[config.mk]
export PLATFORM = sky130hd
export DESIGN_NAME = servo_drive_input_decoder
export DESIGN_NICKNAME = d
export VERILOG_FILES = /design/src/pkg/servo_input_pkg.sv /design/src/design/input_synchronizer.sv /design/src/design/servo_drive_input_decoder.sv
export SDC_FILE = /design/constraint.sdc
export NUM_CORES = 1
export LEC_CHECK = 0
export BUFFER_PORTS_ARGS = -buffer_cell sky130_fd_sc_hd__buf_2
export CORE_MARGIN = 2
export CORE_UTILIZATION = 45
export CTS_CLUSTER_DIAMETER = 30
export DETAILED_ROUTE_END_ITERATION = 8
export GPL_TIMING_DRIVEN = 0
export PLACE_DENSITY = 0.84
export RECOVER_POWER = 50
export SYNTH_ARGS = -nofsm -noshare
export SYNTH_HDL_FRONTEND = slang
export SYNTH_SLANG_ARGS = --single-unit
[constraint.sdc]
create_clock -name clock -period 7.5 [get_ports clock]
set_input_delay 0.375 -clock clock [delete_from_list [all_inputs] [get_ports clock]]
set_output_delay 0.375 -clock clock [all_outputs]
set_load 0.02 [all_outputs]
[src/pkg/servo_input_pkg.sv]
/*
  Shared constants and carrier types for the servo drive discrete-input decoder.
  Assumes a single 100 MHz clock and that the configuration words are held stable by the drive firmware.
*/
package servo_input_pkg;

  // ----------------------------------------------------------------------------
  // Configuration word layouts
  // ----------------------------------------------------------------------------
  localparam int CFG_WIDTH = 8;
  localparam int IN_CFG_AUTO_ENABLE_BIT = 0;
  localparam int IN_CFG_PROHIBIT_OFF_BIT = 1;
  localparam int IN_CFG_JOG_MODE_BIT = 2;
  localparam int IN_CFG_SLOWDOWN_INVERT_BIT = 4;
  localparam int IN_CFG_ALWAYS_FWD_PROHIBIT_BIT = 5;
  localparam int IN_CFG_ALWAYS_REV_PROHIBIT_BIT = 6;
  localparam int PULSE_CFG_ACCEPT_BIT = 3;
  localparam int ORIGIN_CFG_EXTERNAL_BIT = 7;

  // ----------------------------------------------------------------------------
  // Data widths and reset values
  // ----------------------------------------------------------------------------
  localparam int SPEED_WIDTH = 16;
  localparam int SYNC_STAGES = 2;
  localparam int INPUT_COUNT = 7;
  localparam logic [SPEED_WIDTH-1:0] SPEED_ZERO = 16'h0000;
  localparam logic [INPUT_COUNT-1:0] INPUT_RESET = 7'h00;

  // Discrete inputs; a level of 1 means the contact is closed.
  typedef struct packed {
    logic drive_enable_request;
    logic gain_mode_select;
    logic forward_travel_prohibit;
    logic reverse_travel_prohibit;
    logic forward_torque_limit_input;
    logic reverse_torque_limit_input;
    logic home_slowdown_switch;
  } control_inputs_t;

  // Stored constants used by the decoder.
  typedef struct packed {
    logic [SPEED_WIDTH-1:0] jog_speed_1;
    logic [SPEED_WIDTH-1:0] jog_speed_2;
    logic [SPEED_WIDTH-1:0] forward_torque_limit;
    logic [SPEED_WIDTH-1:0] reverse_torque_limit;
    logic [SPEED_WIDTH-1:0] torque_limit_max;
  } drive_constants_t;

  typedef enum logic [2:0] {
    DRIVE_OFF = 3'b001,
    DRIVE_ON = 3'b010,
    DRIVE_BRAKING = 3'b100
  } drive_state_t;

  typedef enum logic [2:0] {
    HOME_IDLE = 3'b001,
    HOME_FAST = 3'b010,
    HOME_CREEP = 3'b100
  } home_state_t;

endpackage : servo_input_pkg

[src/design/input_synchronizer.sv]
/*
  Two-stage synchroniser for a bank of asynchronous discrete inputs.
  Assumes the inputs are slow levels from contacts; no debounce is done here.
*/
`timescale 1ns/10ps
module input_synchronizer #(
  parameter int WIDTH = 7
) (
  input wire logic clock,
  input wire logic rst,
  input wire logic [WIDTH-1:0] async_in,
  output logic [WIDTH-1:0] sync_out
);
  import servo_input_pkg::*;

  logic [WIDTH-1:0] meta_reg;

  // ----------------------------------------------------------------------------
  // Per-bit two-flop chain
  // ----------------------------------------------------------------------------
  // The first stage feeds only the second stage, so metastability stays contained.
  genvar i;
  generate
    for (i = 0; i < WIDTH; i = i + 1) begin : g_bit
      always_ff @(posedge clock) begin
        if (rst) begin
          meta_reg[i] <= 1'b0;
          sync_out[i] <= 1'b0;
        end else begin
          meta_reg[i] <= async_in[i];
          sync_out[i] <= meta_reg[i];
        end
      end
    end
  endgenerate

endmodule : input_synchronizer

[src/design/servo_drive_input_decoder.sv]
/*
  Discrete-input decoder of a servo drive: enable, gain mode, overtravel, torque limit or jog, home slowdown.
  Assumes contact inputs arrive asynchronously and that speed reference and motor-stopped come from this clock.
*/
// Overview of operation
// [RULE1] Enable request puts the drive in a state that accepts motion references.
// [RULE2] Enable request releases the output-stage block and disengages dynamic braking.
// [RULE3] Input configuration bit 0 makes drive enable permanently present.
// [RULE4] Gain-mode function: gain select switches speed loop from PI to P-only.
// [RULE5] Configuration bit 2 sets jog function; gain select then picks preset jog speed.
// [RULE6] Limit switches hold prohibit inputs closed normally, open at the limit.
// [RULE7] Configuration bit 1 disables overtravel; other settings force either prohibit on.
// [RULE8] Configuration bit 2 makes torque limit inputs torque limits or jog run commands.
// [RULE9] Torque limit magnitudes and jog speeds come from stored constants.
// [RULE10] Origin return decelerates on home slowdown switch, closed when actuated by default.
// [RULE11] Configuration bit 4 inverts home slowdown switch sense.
// [RULE12] Host sets pulse configuration bit 3 before supplying pulse references.
// [RULE13] Host sets origin configuration bit 7 before using an external origin signal.
// [RULE14] Overtravel forces speed reference to zero, stops motor, then zero-clamps.
// [RULE15] Enable removed while turning stops the motor with the dynamic brake.
// [RULE16] Slowdown switch actuation during origin return drops speed to creep speed.
// [RULE17] Every discrete input passes two synchronising flip-flops before use.
`timescale 1ns/10ps
module servo_drive_input_decoder (
  input wire logic clock,
  input wire logic rst,
  input wire servo_input_pkg::control_inputs_t pins,
  input wire logic [servo_input_pkg::CFG_WIDTH-1:0] input_configuration_word,
  input wire logic [servo_input_pkg::CFG_WIDTH-1:0] pulse_configuration_word,
  input wire logic [servo_input_pkg::CFG_WIDTH-1:0] origin_configuration_word,
  input wire servo_input_pkg::drive_constants_t constants,
  input wire logic signed [servo_input_pkg::SPEED_WIDTH-1:0] speed_reference_in,
  input wire logic motor_stopped,
  input wire logic origin_return_request,
  output logic reference_ready,
  output logic output_stage_enable,
  output logic dynamic_brake_on,
  output logic speed_loop_p_only,
  output logic signed [servo_input_pkg::SPEED_WIDTH-1:0] speed_reference_out,
  output logic [servo_input_pkg::SPEED_WIDTH-1:0] forward_torque_limit_out,
  output logic [servo_input_pkg::SPEED_WIDTH-1:0] reverse_torque_limit_out,
  output logic overtravel_active,
  output logic zero_clamp,
  output logic origin_creep_speed,
  output logic pulse_reference_accept,
  output logic external_origin_select
);
  import servo_input_pkg::*;

  // ----------------------------------------------------------------------------
  // Input synchronisation
  // ----------------------------------------------------------------------------
  control_inputs_t sync_pins;

  input_synchronizer #(
    .WIDTH(INPUT_COUNT)
  ) u_sync (
    .clock(clock),
    .rst(rst),
    .async_in(pins),
    .sync_out(sync_pins)
  ); // see [RULE17]

  // ----------------------------------------------------------------------------
  // Configuration decode
  // ----------------------------------------------------------------------------
  logic auto_enable;
  logic prohibit_off;
  logic jog_mode;
  logic slowdown_invert;
  logic enable_present;
  logic fwd_prohibit;
  logic rev_prohibit;
  logic slowdown_actuated;
  logic slowdown_prev_reg;
  logic slowdown_next;

  assign auto_enable = input_configuration_word[IN_CFG_AUTO_ENABLE_BIT];
  assign prohibit_off = input_configuration_word[IN_CFG_PROHIBIT_OFF_BIT];
  assign jog_mode = input_configuration_word[IN_CFG_JOG_MODE_BIT];
  assign slowdown_invert = input_configuration_word[IN_CFG_SLOWDOWN_INVERT_BIT];

  assign enable_present = sync_pins.drive_enable_request | auto_enable; // see [RULE3]

  // A prohibit input is active when its contact opens, so a broken wire also stops travel.
  assign fwd_prohibit = !prohibit_off &&
    (input_configuration_word[IN_CFG_ALWAYS_FWD_PROHIBIT_BIT] || !sync_pins.forward_travel_prohibit); // see [RULE7]
  assign rev_prohibit = !prohibit_off &&
    (input_configuration_word[IN_CFG_ALWAYS_REV_PROHIBIT_BIT] || !sync_pins.reverse_travel_prohibit); // see [RULE7]

  assign slowdown_actuated = sync_pins.home_slowdown_switch ^ slowdown_invert; // see [RULE10] see [RULE11]
  assign slowdown_next = slowdown_actuated;

  // ----------------------------------------------------------------------------
  // Drive enable state
  // ----------------------------------------------------------------------------
  drive_state_t drive_state_reg;
  drive_state_t drive_state_next;

  always_comb begin
    drive_state_next = drive_state_reg;
    unique case (drive_state_reg)
      DRIVE_OFF: begin
        if (enable_present) begin
          drive_state_next = DRIVE_ON; // see [RULE1]
        end
      end
      DRIVE_ON: begin
        if (!enable_present) begin
          drive_state_next = motor_stopped ? DRIVE_OFF : DRIVE_BRAKING; // see [RULE15]
        end
      end
      DRIVE_BRAKING: begin
        if (enable_present) begin
          drive_state_next = DRIVE_ON;
        end else if (motor_stopped) begin
          drive_state_next = DRIVE_OFF;
        end
      end
      default: begin
        drive_state_next = DRIVE_OFF;
      end
    endcase
  end

  always_ff @(posedge clock) begin
    if (rst) begin
      drive_state_reg <= DRIVE_OFF;
    end else begin
      drive_state_reg <= drive_state_next;
    end
  end

  always_ff @(posedge clock) begin
    if (rst) begin
      reference_ready <= 1'b0;
      output_stage_enable <= 1'b0;
      dynamic_brake_on <= 1'b1;
    end else begin
      reference_ready <= (drive_state_next == DRIVE_ON); // see [RULE1]
      output_stage_enable <= (drive_state_next == DRIVE_ON); // see [RULE2]
      dynamic_brake_on <= (drive_state_next != DRIVE_ON); // see [RULE2] see [RULE15]
    end
  end

  // ----------------------------------------------------------------------------
  // Gain mode, jog and torque limit selection
  // ----------------------------------------------------------------------------
  logic jog_forward;
  logic jog_reverse;
  logic [SPEED_WIDTH-1:0] jog_speed;
  logic signed [SPEED_WIDTH-1:0] command_speed;

  assign jog_forward = jog_mode && sync_pins.forward_torque_limit_input; // see [RULE8]
  assign jog_reverse = jog_mode && sync_pins.reverse_torque_limit_input; // see [RULE8]
  assign jog_speed = sync_pins.gain_mode_select ? constants.jog_speed_2 : constants.jog_speed_1; // see [RULE5] see [RULE9]

  // Both jog commands at once cancel each other rather than picking a direction.
  always_comb begin
    if (jog_forward && !jog_reverse) begin
      command_speed = jog_speed;
    end else if (jog_reverse && !jog_forward) begin
      command_speed = SPEED_ZERO - jog_speed;
    end else if (jog_mode) begin
      command_speed = SPEED_ZERO;
    end else begin
      command_speed = speed_reference_in;
    end
  end

  always_ff @(posedge clock) begin
    if (rst) begin
      speed_loop_p_only <= 1'b0;
    end else begin
      speed_loop_p_only <= !jog_mode && sync_pins.gain_mode_select; // see [RULE4] see [RULE5]
    end
  end

  always_ff @(posedge clock) begin
    if (rst) begin
      forward_torque_limit_out <= SPEED_ZERO;
      reverse_torque_limit_out <= SPEED_ZERO;
    end else begin
      forward_torque_limit_out <= (!jog_mode && sync_pins.forward_torque_limit_input) ?
        constants.forward_torque_limit : constants.torque_limit_max; // see [RULE8] see [RULE9]
      reverse_torque_limit_out <= (!jog_mode && sync_pins.reverse_torque_limit_input) ?
        constants.reverse_torque_limit : constants.torque_limit_max; // see [RULE8] see [RULE9]
    end
  end

  // ----------------------------------------------------------------------------
  // Overtravel and speed reference
  // ----------------------------------------------------------------------------
  logic overtravel;

  assign overtravel = fwd_prohibit || rev_prohibit;

  always_ff @(posedge clock) begin
    if (rst) begin
      speed_reference_out <= SPEED_ZERO;
      overtravel_active <= 1'b0;
      zero_clamp <= 1'b0;
    end else begin
      overtravel_active <= overtravel;
      // Overtravel overrides every command source, jog included.
      if (overtravel || drive_state_next != DRIVE_ON) begin
        speed_reference_out <= SPEED_ZERO; // see [RULE14]
      end else begin
        speed_reference_out <= command_speed;
      end
      zero_clamp <= overtravel && motor_stopped && (drive_state_next == DRIVE_ON); // see [RULE14]
    end
  end

  // ----------------------------------------------------------------------------
  // Origin return
  // ----------------------------------------------------------------------------
  home_state_t home_state_reg;
  home_state_t home_state_next;

  always_comb begin
    home_state_next = home_state_reg;
    unique case (home_state_reg)
      HOME_IDLE: begin
        if (origin_return_request && reference_ready) begin
          home_state_next = HOME_FAST;
        end
      end
      HOME_FAST: begin
        if (!origin_return_request || !reference_ready) begin
          home_state_next = HOME_IDLE;
        end else if (slowdown_actuated && !slowdown_prev_reg) begin
          home_state_next = HOME_CREEP; // see [RULE16] see [RULE10]
        end
      end
      HOME_CREEP: begin
        if (!origin_return_request || !reference_ready) begin
          home_state_next = HOME_IDLE;
        end
      end
      default: begin
        home_state_next = HOME_IDLE;
      end
    endcase
  end

  always_ff @(posedge clock) begin
    if (rst) begin
      home_state_reg <= HOME_IDLE;
      slowdown_prev_reg <= 1'b0;
      origin_creep_speed <= 1'b0;
    end else begin
      home_state_reg <= home_state_next;
      slowdown_prev_reg <= slowdown_next;
      origin_creep_speed <= (home_state_next == HOME_CREEP); // see [RULE16]
    end
  end

  // ----------------------------------------------------------------------------
  // Host-set enables for pulse reference and external origin
  // ----------------------------------------------------------------------------
  always_ff @(posedge clock) begin
    if (rst) begin
      pulse_reference_accept <= 1'b0;
      external_origin_select <= 1'b0;
    end else begin
      pulse_reference_accept <= pulse_configuration_word[PULSE_CFG_ACCEPT_BIT]; // see [RULE12]
      external_origin_select <= origin_configuration_word[ORIGIN_CFG_EXTERNAL_BIT]; // see [RULE13]
    end
  end

endmodule : servo_drive_input_decoder

# Word level (Yosys, flattened, before mapping)
# Index checks and enable logic that the tools add are counted.
# totals
reg_bits,77
output_inout_bits,57
word_cells,85
# op_classes
n_addsub,1
n_eq_ne,9
n_mux,17
bitwise,2
reduce_logical,28
# ops
cell,n
16-bit 2-to-1 mux,6
3-bit 2-to-1 mux,9
3-bit case mux with 3 select lines,2
1-bit by 16-bit subtractor with 16-bit output (first input constant),1
1-bit logical AND,13
3-bit by 2-bit equality test with 1-bit output (second input constant),3
3-bit equality test (second input constant),3
1-bit logical NOT,9
3-bit by 1-bit equality test with 1-bit output (second input constant),2
1-bit logical OR,5
3-bit by 2-bit != test with 1-bit output (second input constant),1
2-bit OR reduction,1
1-bit bitwise OR,1
1-bit XOR,1

# Longest topological paths before layout
# logic_depth
depth_word,6
mapped_depth,9
mapped_depth_nobuf,6

# Modules after synthesis
# Synthesis repeated with hierarchy kept, for this count alone.
# hier_totals
hier_cells,376
hier_area_um2,3343.2
# by_module_without_submodules
mod,n_inst,cells_each,area_each_um2,seq_area_each_um2
servo_drive_input_decoder,1,347,2935.3,1261.2
input_synchronizer,1,29,407.9,280.3

# Worst setup path after synthesis
# Ideal clock, no wire load.
# synth_path
kind,reg-to-reg
from,reg u_sync.sync_out[5]
to,reg speed_reference_out[12] in the netlist's numbering
setup_time_ns,0.127
arrival_time_ns,2.247
required_ns,7.373
slack_ns,5.126
path_stages_with_launch,10
synth_period_minus_slack_ns,2.374
path_cell_list,dfxtp_1 -> buf_6 -> clkbuf_1 -> buf_2 -> mux2i_1 -> ha_1 -> o211ai_1 -> nor4_1 -> xnor2_1 -> o2bb2ai_1
# synth_via
elab_chain_len,4
# synth_rtl
element,line_no,text
from (decl),input_synchronizer.sv:12,output logic [WIDTH-1:0] sync_out
"from (signal, indexed assignment)",input_synchronizer.sv:31,sync_out[i] <= meta_reg[i];
16-bit 2-to-1 mux *,servo_drive_input_decoder.sv:156,assign jog_speed = sync_pins.gain_mode_select ? constants.jog_speed_2 : constants.jog_speed_1;
1-bit by 16-bit subtractor with 16-bit output,servo_drive_input_decoder.sv:163,command_speed = SPEED_ZERO - jog_speed;
16-bit 2-to-1 mux,servo_drive_input_decoder.sv:162,end else if (jog_reverse && !jog_forward) begin
16-bit 2-to-1 mux *,servo_drive_input_decoder.sv:160,if (jog_forward && !jog_reverse) begin
to (signal assigned),servo_drive_input_decoder.sv:209,speed_reference_out <= command_speed;
to (decl),servo_drive_input_decoder.sv:39,"output logic signed [servo_input_pkg::SPEED_WIDTH-1:0] speed_reference_out,"
# Mark *: on every way between the ends. The rest lies on a longest branch, timed or not.
# A chain may end at the register's enable or synchronous reset.

# Worst setup path after layout
# Same ends and word-level chain as after synthesis.

==> impl_metrics.toml <==
[run_status]
status = "finished clean"

[timing]
hold_ws_ns = 0.237
period_share = 0.403
hold_viol = 0
slew_violations = 0
post-route-min-period_ns = 3.02
tightest_slew_ns = 0.932
rsz0062_at_grt = "false"
max_slew_margin = 0.378
skew_ns = 0.00931
setup_viol_count_final = 0
fmax_ghz = 0.331
tns_ns = 0
fin_ws_ns = 4.48

[power]
switchingPower_w = 0.000251
powerDensity_nw_per_um2 = 209
power.leakage_nw = 1.93
p_seq_frac = 0.478
p_clk_frac = 0.369
ir_drop_v = 0.000155
intPower_w = 0.000662
combPwrFrac = 0.153
p_sw_frac = 0.275

[synthesis]
syn_nets = 503
netlist_area_sq_um = 3230
ys.flop_type = "dfxtp_1"
synth.distinct_cells = 55
synth.avg_cell_area_sq_um = 8.71
synth-edff-count = 0
seq_area_frac_synth = 0.477
ys_warn_count = 0
synth_seq_cells = 77
syn_inst = 371
synthArstFlopShare = 0

[setup_path]
cp-start-kind = "flop"
r2r_setup_slack_ns = 4.48
worst-r2r-cell-count = 9
end_kind = "flop"
critPathKind = "reg2reg"
critPathMaxFanout = 10
cp_data_required_time_ns = 7.72
cp.arrival_ns = 3.24

[layout]
largest_registers = "forward_torque_limit_out: 16 flops, reverse_torque_limit_out: 16 flops, speed_reference_out: 16 flops"
layout-drive-gt1-share = 0.288
final_cell_mix = "buf_2, dfxtp_1, nand2_1, clkbuf_1, a21oi_1"
fin_area_sq_um = 4370
synthToLayoutAreaGrowth_pct = 35.2
num_antenna_cells = 0
fin_util = 0.636
fin_nets = 683
layout_commonest_cell = "buf_2"

[run]
cap_violations = 0

[clocking]
postCtsSetupRepairBufs = 0
cts_buffers = 9
h-tree-depth = 3
cts_tree = "done"
insertion_delay_ns = 0.34
cts_hold_repair.buffers = 0
clk_path_buf_depth = 2
cts_sinks = 77
cts-resized-gates = 0
clk_pin_slew_ns = 0.09
root_buffer = "clkbuf_8"

[hold_path]
holdPathStages = 2
worstHoldPathType = "in2reg"

[route]
drtIter0Drc = 189
drt_pre_antenna_iters = 5
postRouteAntennaNets = 0
routed_wl_mm = 10.4
wl_per_cell_microns = 16.0
post-route-drc-count = 0
vias = 3428
viasPerCell = 5.26

[die]
coreArea_sq_um = 6870
pin_count = 188
start_util = 0.470
dieWidth_microns = 88.7
rows = 30
die_h_microns = 88.7
dieArea_sq_um = 7870

[placement]
place.gp.congestion = 0.959
portBuffers = 169
hpwl_mm = 8.05
pre_cts_ws_ns = 4.46
place_area_sq_um = 4200

[grt]
grt_max_degree = 15
grt_usage = 0.262
antenna_found_initial = 0
overflow = 0
grt_pass1_wl_mm = 15.7
grt_pass1_vias = 3449
cell families (layout without fill, tap and decap cells):
family                     count (synthesis)  in the layout  share of synthesized area
xor gates and xnor gates                  11             11                     0.0298
AOI/OAI and AO/OA                         84             84                      0.160
DFF                                       77             77                      0.477
buffers and inverters                     26            211                     0.0341
adders and majority gates                  1              1                    0.00387
and+or+nand+nor                          155            155                      0.240
muxes                                     17             17                     0.0554
stage by stage:
step | std cells | power, W
after global routing | 652 | 0.000944
after CTS | 652 | 0.000920
after floorplan | 371 | 0.000521
after detailed placement | 636 | 0.000586
final | 652 | 0.000913
after global placement | 636 | 0.000583
cell usage after synthesis, types with 3 or more instances:
master | instances | area share
nand3_1 | 3 | 0.0046
inv_1 | 3 | 0.0035
o22ai_1 | 3 | 0.0058
nor3b_1 | 3 | 0.0070
o21ai_0 | 5 | 0.0077
mux2i_1 | 10 | 0.031
or3_1 | 3 | 0.0058
nor3_1 | 8 | 0.012
nand2_1 | 76 | 0.088
o21ai_1 | 4 | 0.0062
and3_1 | 3 | 0.0058
dfxtp_1 | 77 | 0.48
xor2_1 | 4 | 0.011
clkbuf_1 | 17 | 0.020
a22oi_1 | 6 | 0.014
nor2_1 | 11 | 0.013
or3b_1 | 4 | 0.011
mux2_2 | 7 | 0.024
xnor2_1 | 7 | 0.019
nand4_1 | 3 | 0.0058
a211oi_1 | 3 | 0.0070
a21oi_1 | 42 | 0.065
nor2b_1 | 23 | 0.045
and2_1 | 3 | 0.0058
layer usage:
metal  vias to the layer above  wire, microns  GRT usage
met5                         -              0          0
met4                         0            208      0.103
met3                        19           1030     0.0644
met2                       193           5280      0.493
met1                      1567           3900      0.279
li1                       1649              -          -
path summary, 6_finish.rpt:
path,start,end
worst max-delay path,u_sync.sync_out[5]$_SDFF_PP0_,speed_reference_out[12]$_SDFF_PP0_
worst min-delay path,pulse_configuration_word[3],pulse_reference_accept$_SDFF_PP0_
worst max register to register,u_sync.sync_out[5]$_SDFF_PP0_,speed_reference_out[12]$_SDFF_PP0_
worst min register to register,u_sync.meta_reg[0]$_SDFF_PP0_,u_sync.sync_out[0]$_SDFF_PP0_
area by class of cell:
type                    count  area (sq um)
multi-input cells         268          1580
fillers                   653          2500
flip-flops and latches     77          1540
clock buffers              11           151
clock inverters             5          65.1
repair buffers            169           800
inverters                   5          18.8
plain buffers              21          91.3
well taps                  96           120
critical path, stage by stage (launching register included):
cell and delay [ns]:
dfxtp_1 0.41, buf_6 0.15, clkbuf_1 0.43, buf_2 0.41, mux2i_1 0.32, ha_1 0.29
o211ai_1 0.20, nor4_1 0.45, xnor2_1 0.11, o2bb2ai_1 0.13
power by group through the flow:
stage          logic [W]  clock network (W)  registers, W
2_1_floorplan  0.0000570                  0      0.000464
3_3_place_gp    0.000139                  0      0.000445
3_5_place_dp    0.000141                  0      0.000445
4_1_cts         0.000142           0.000342      0.000436
5_1_grt         0.000151           0.000355      0.000438
6_report        0.000139           0.000337      0.000436
Power figures use the tool's default switching activity.
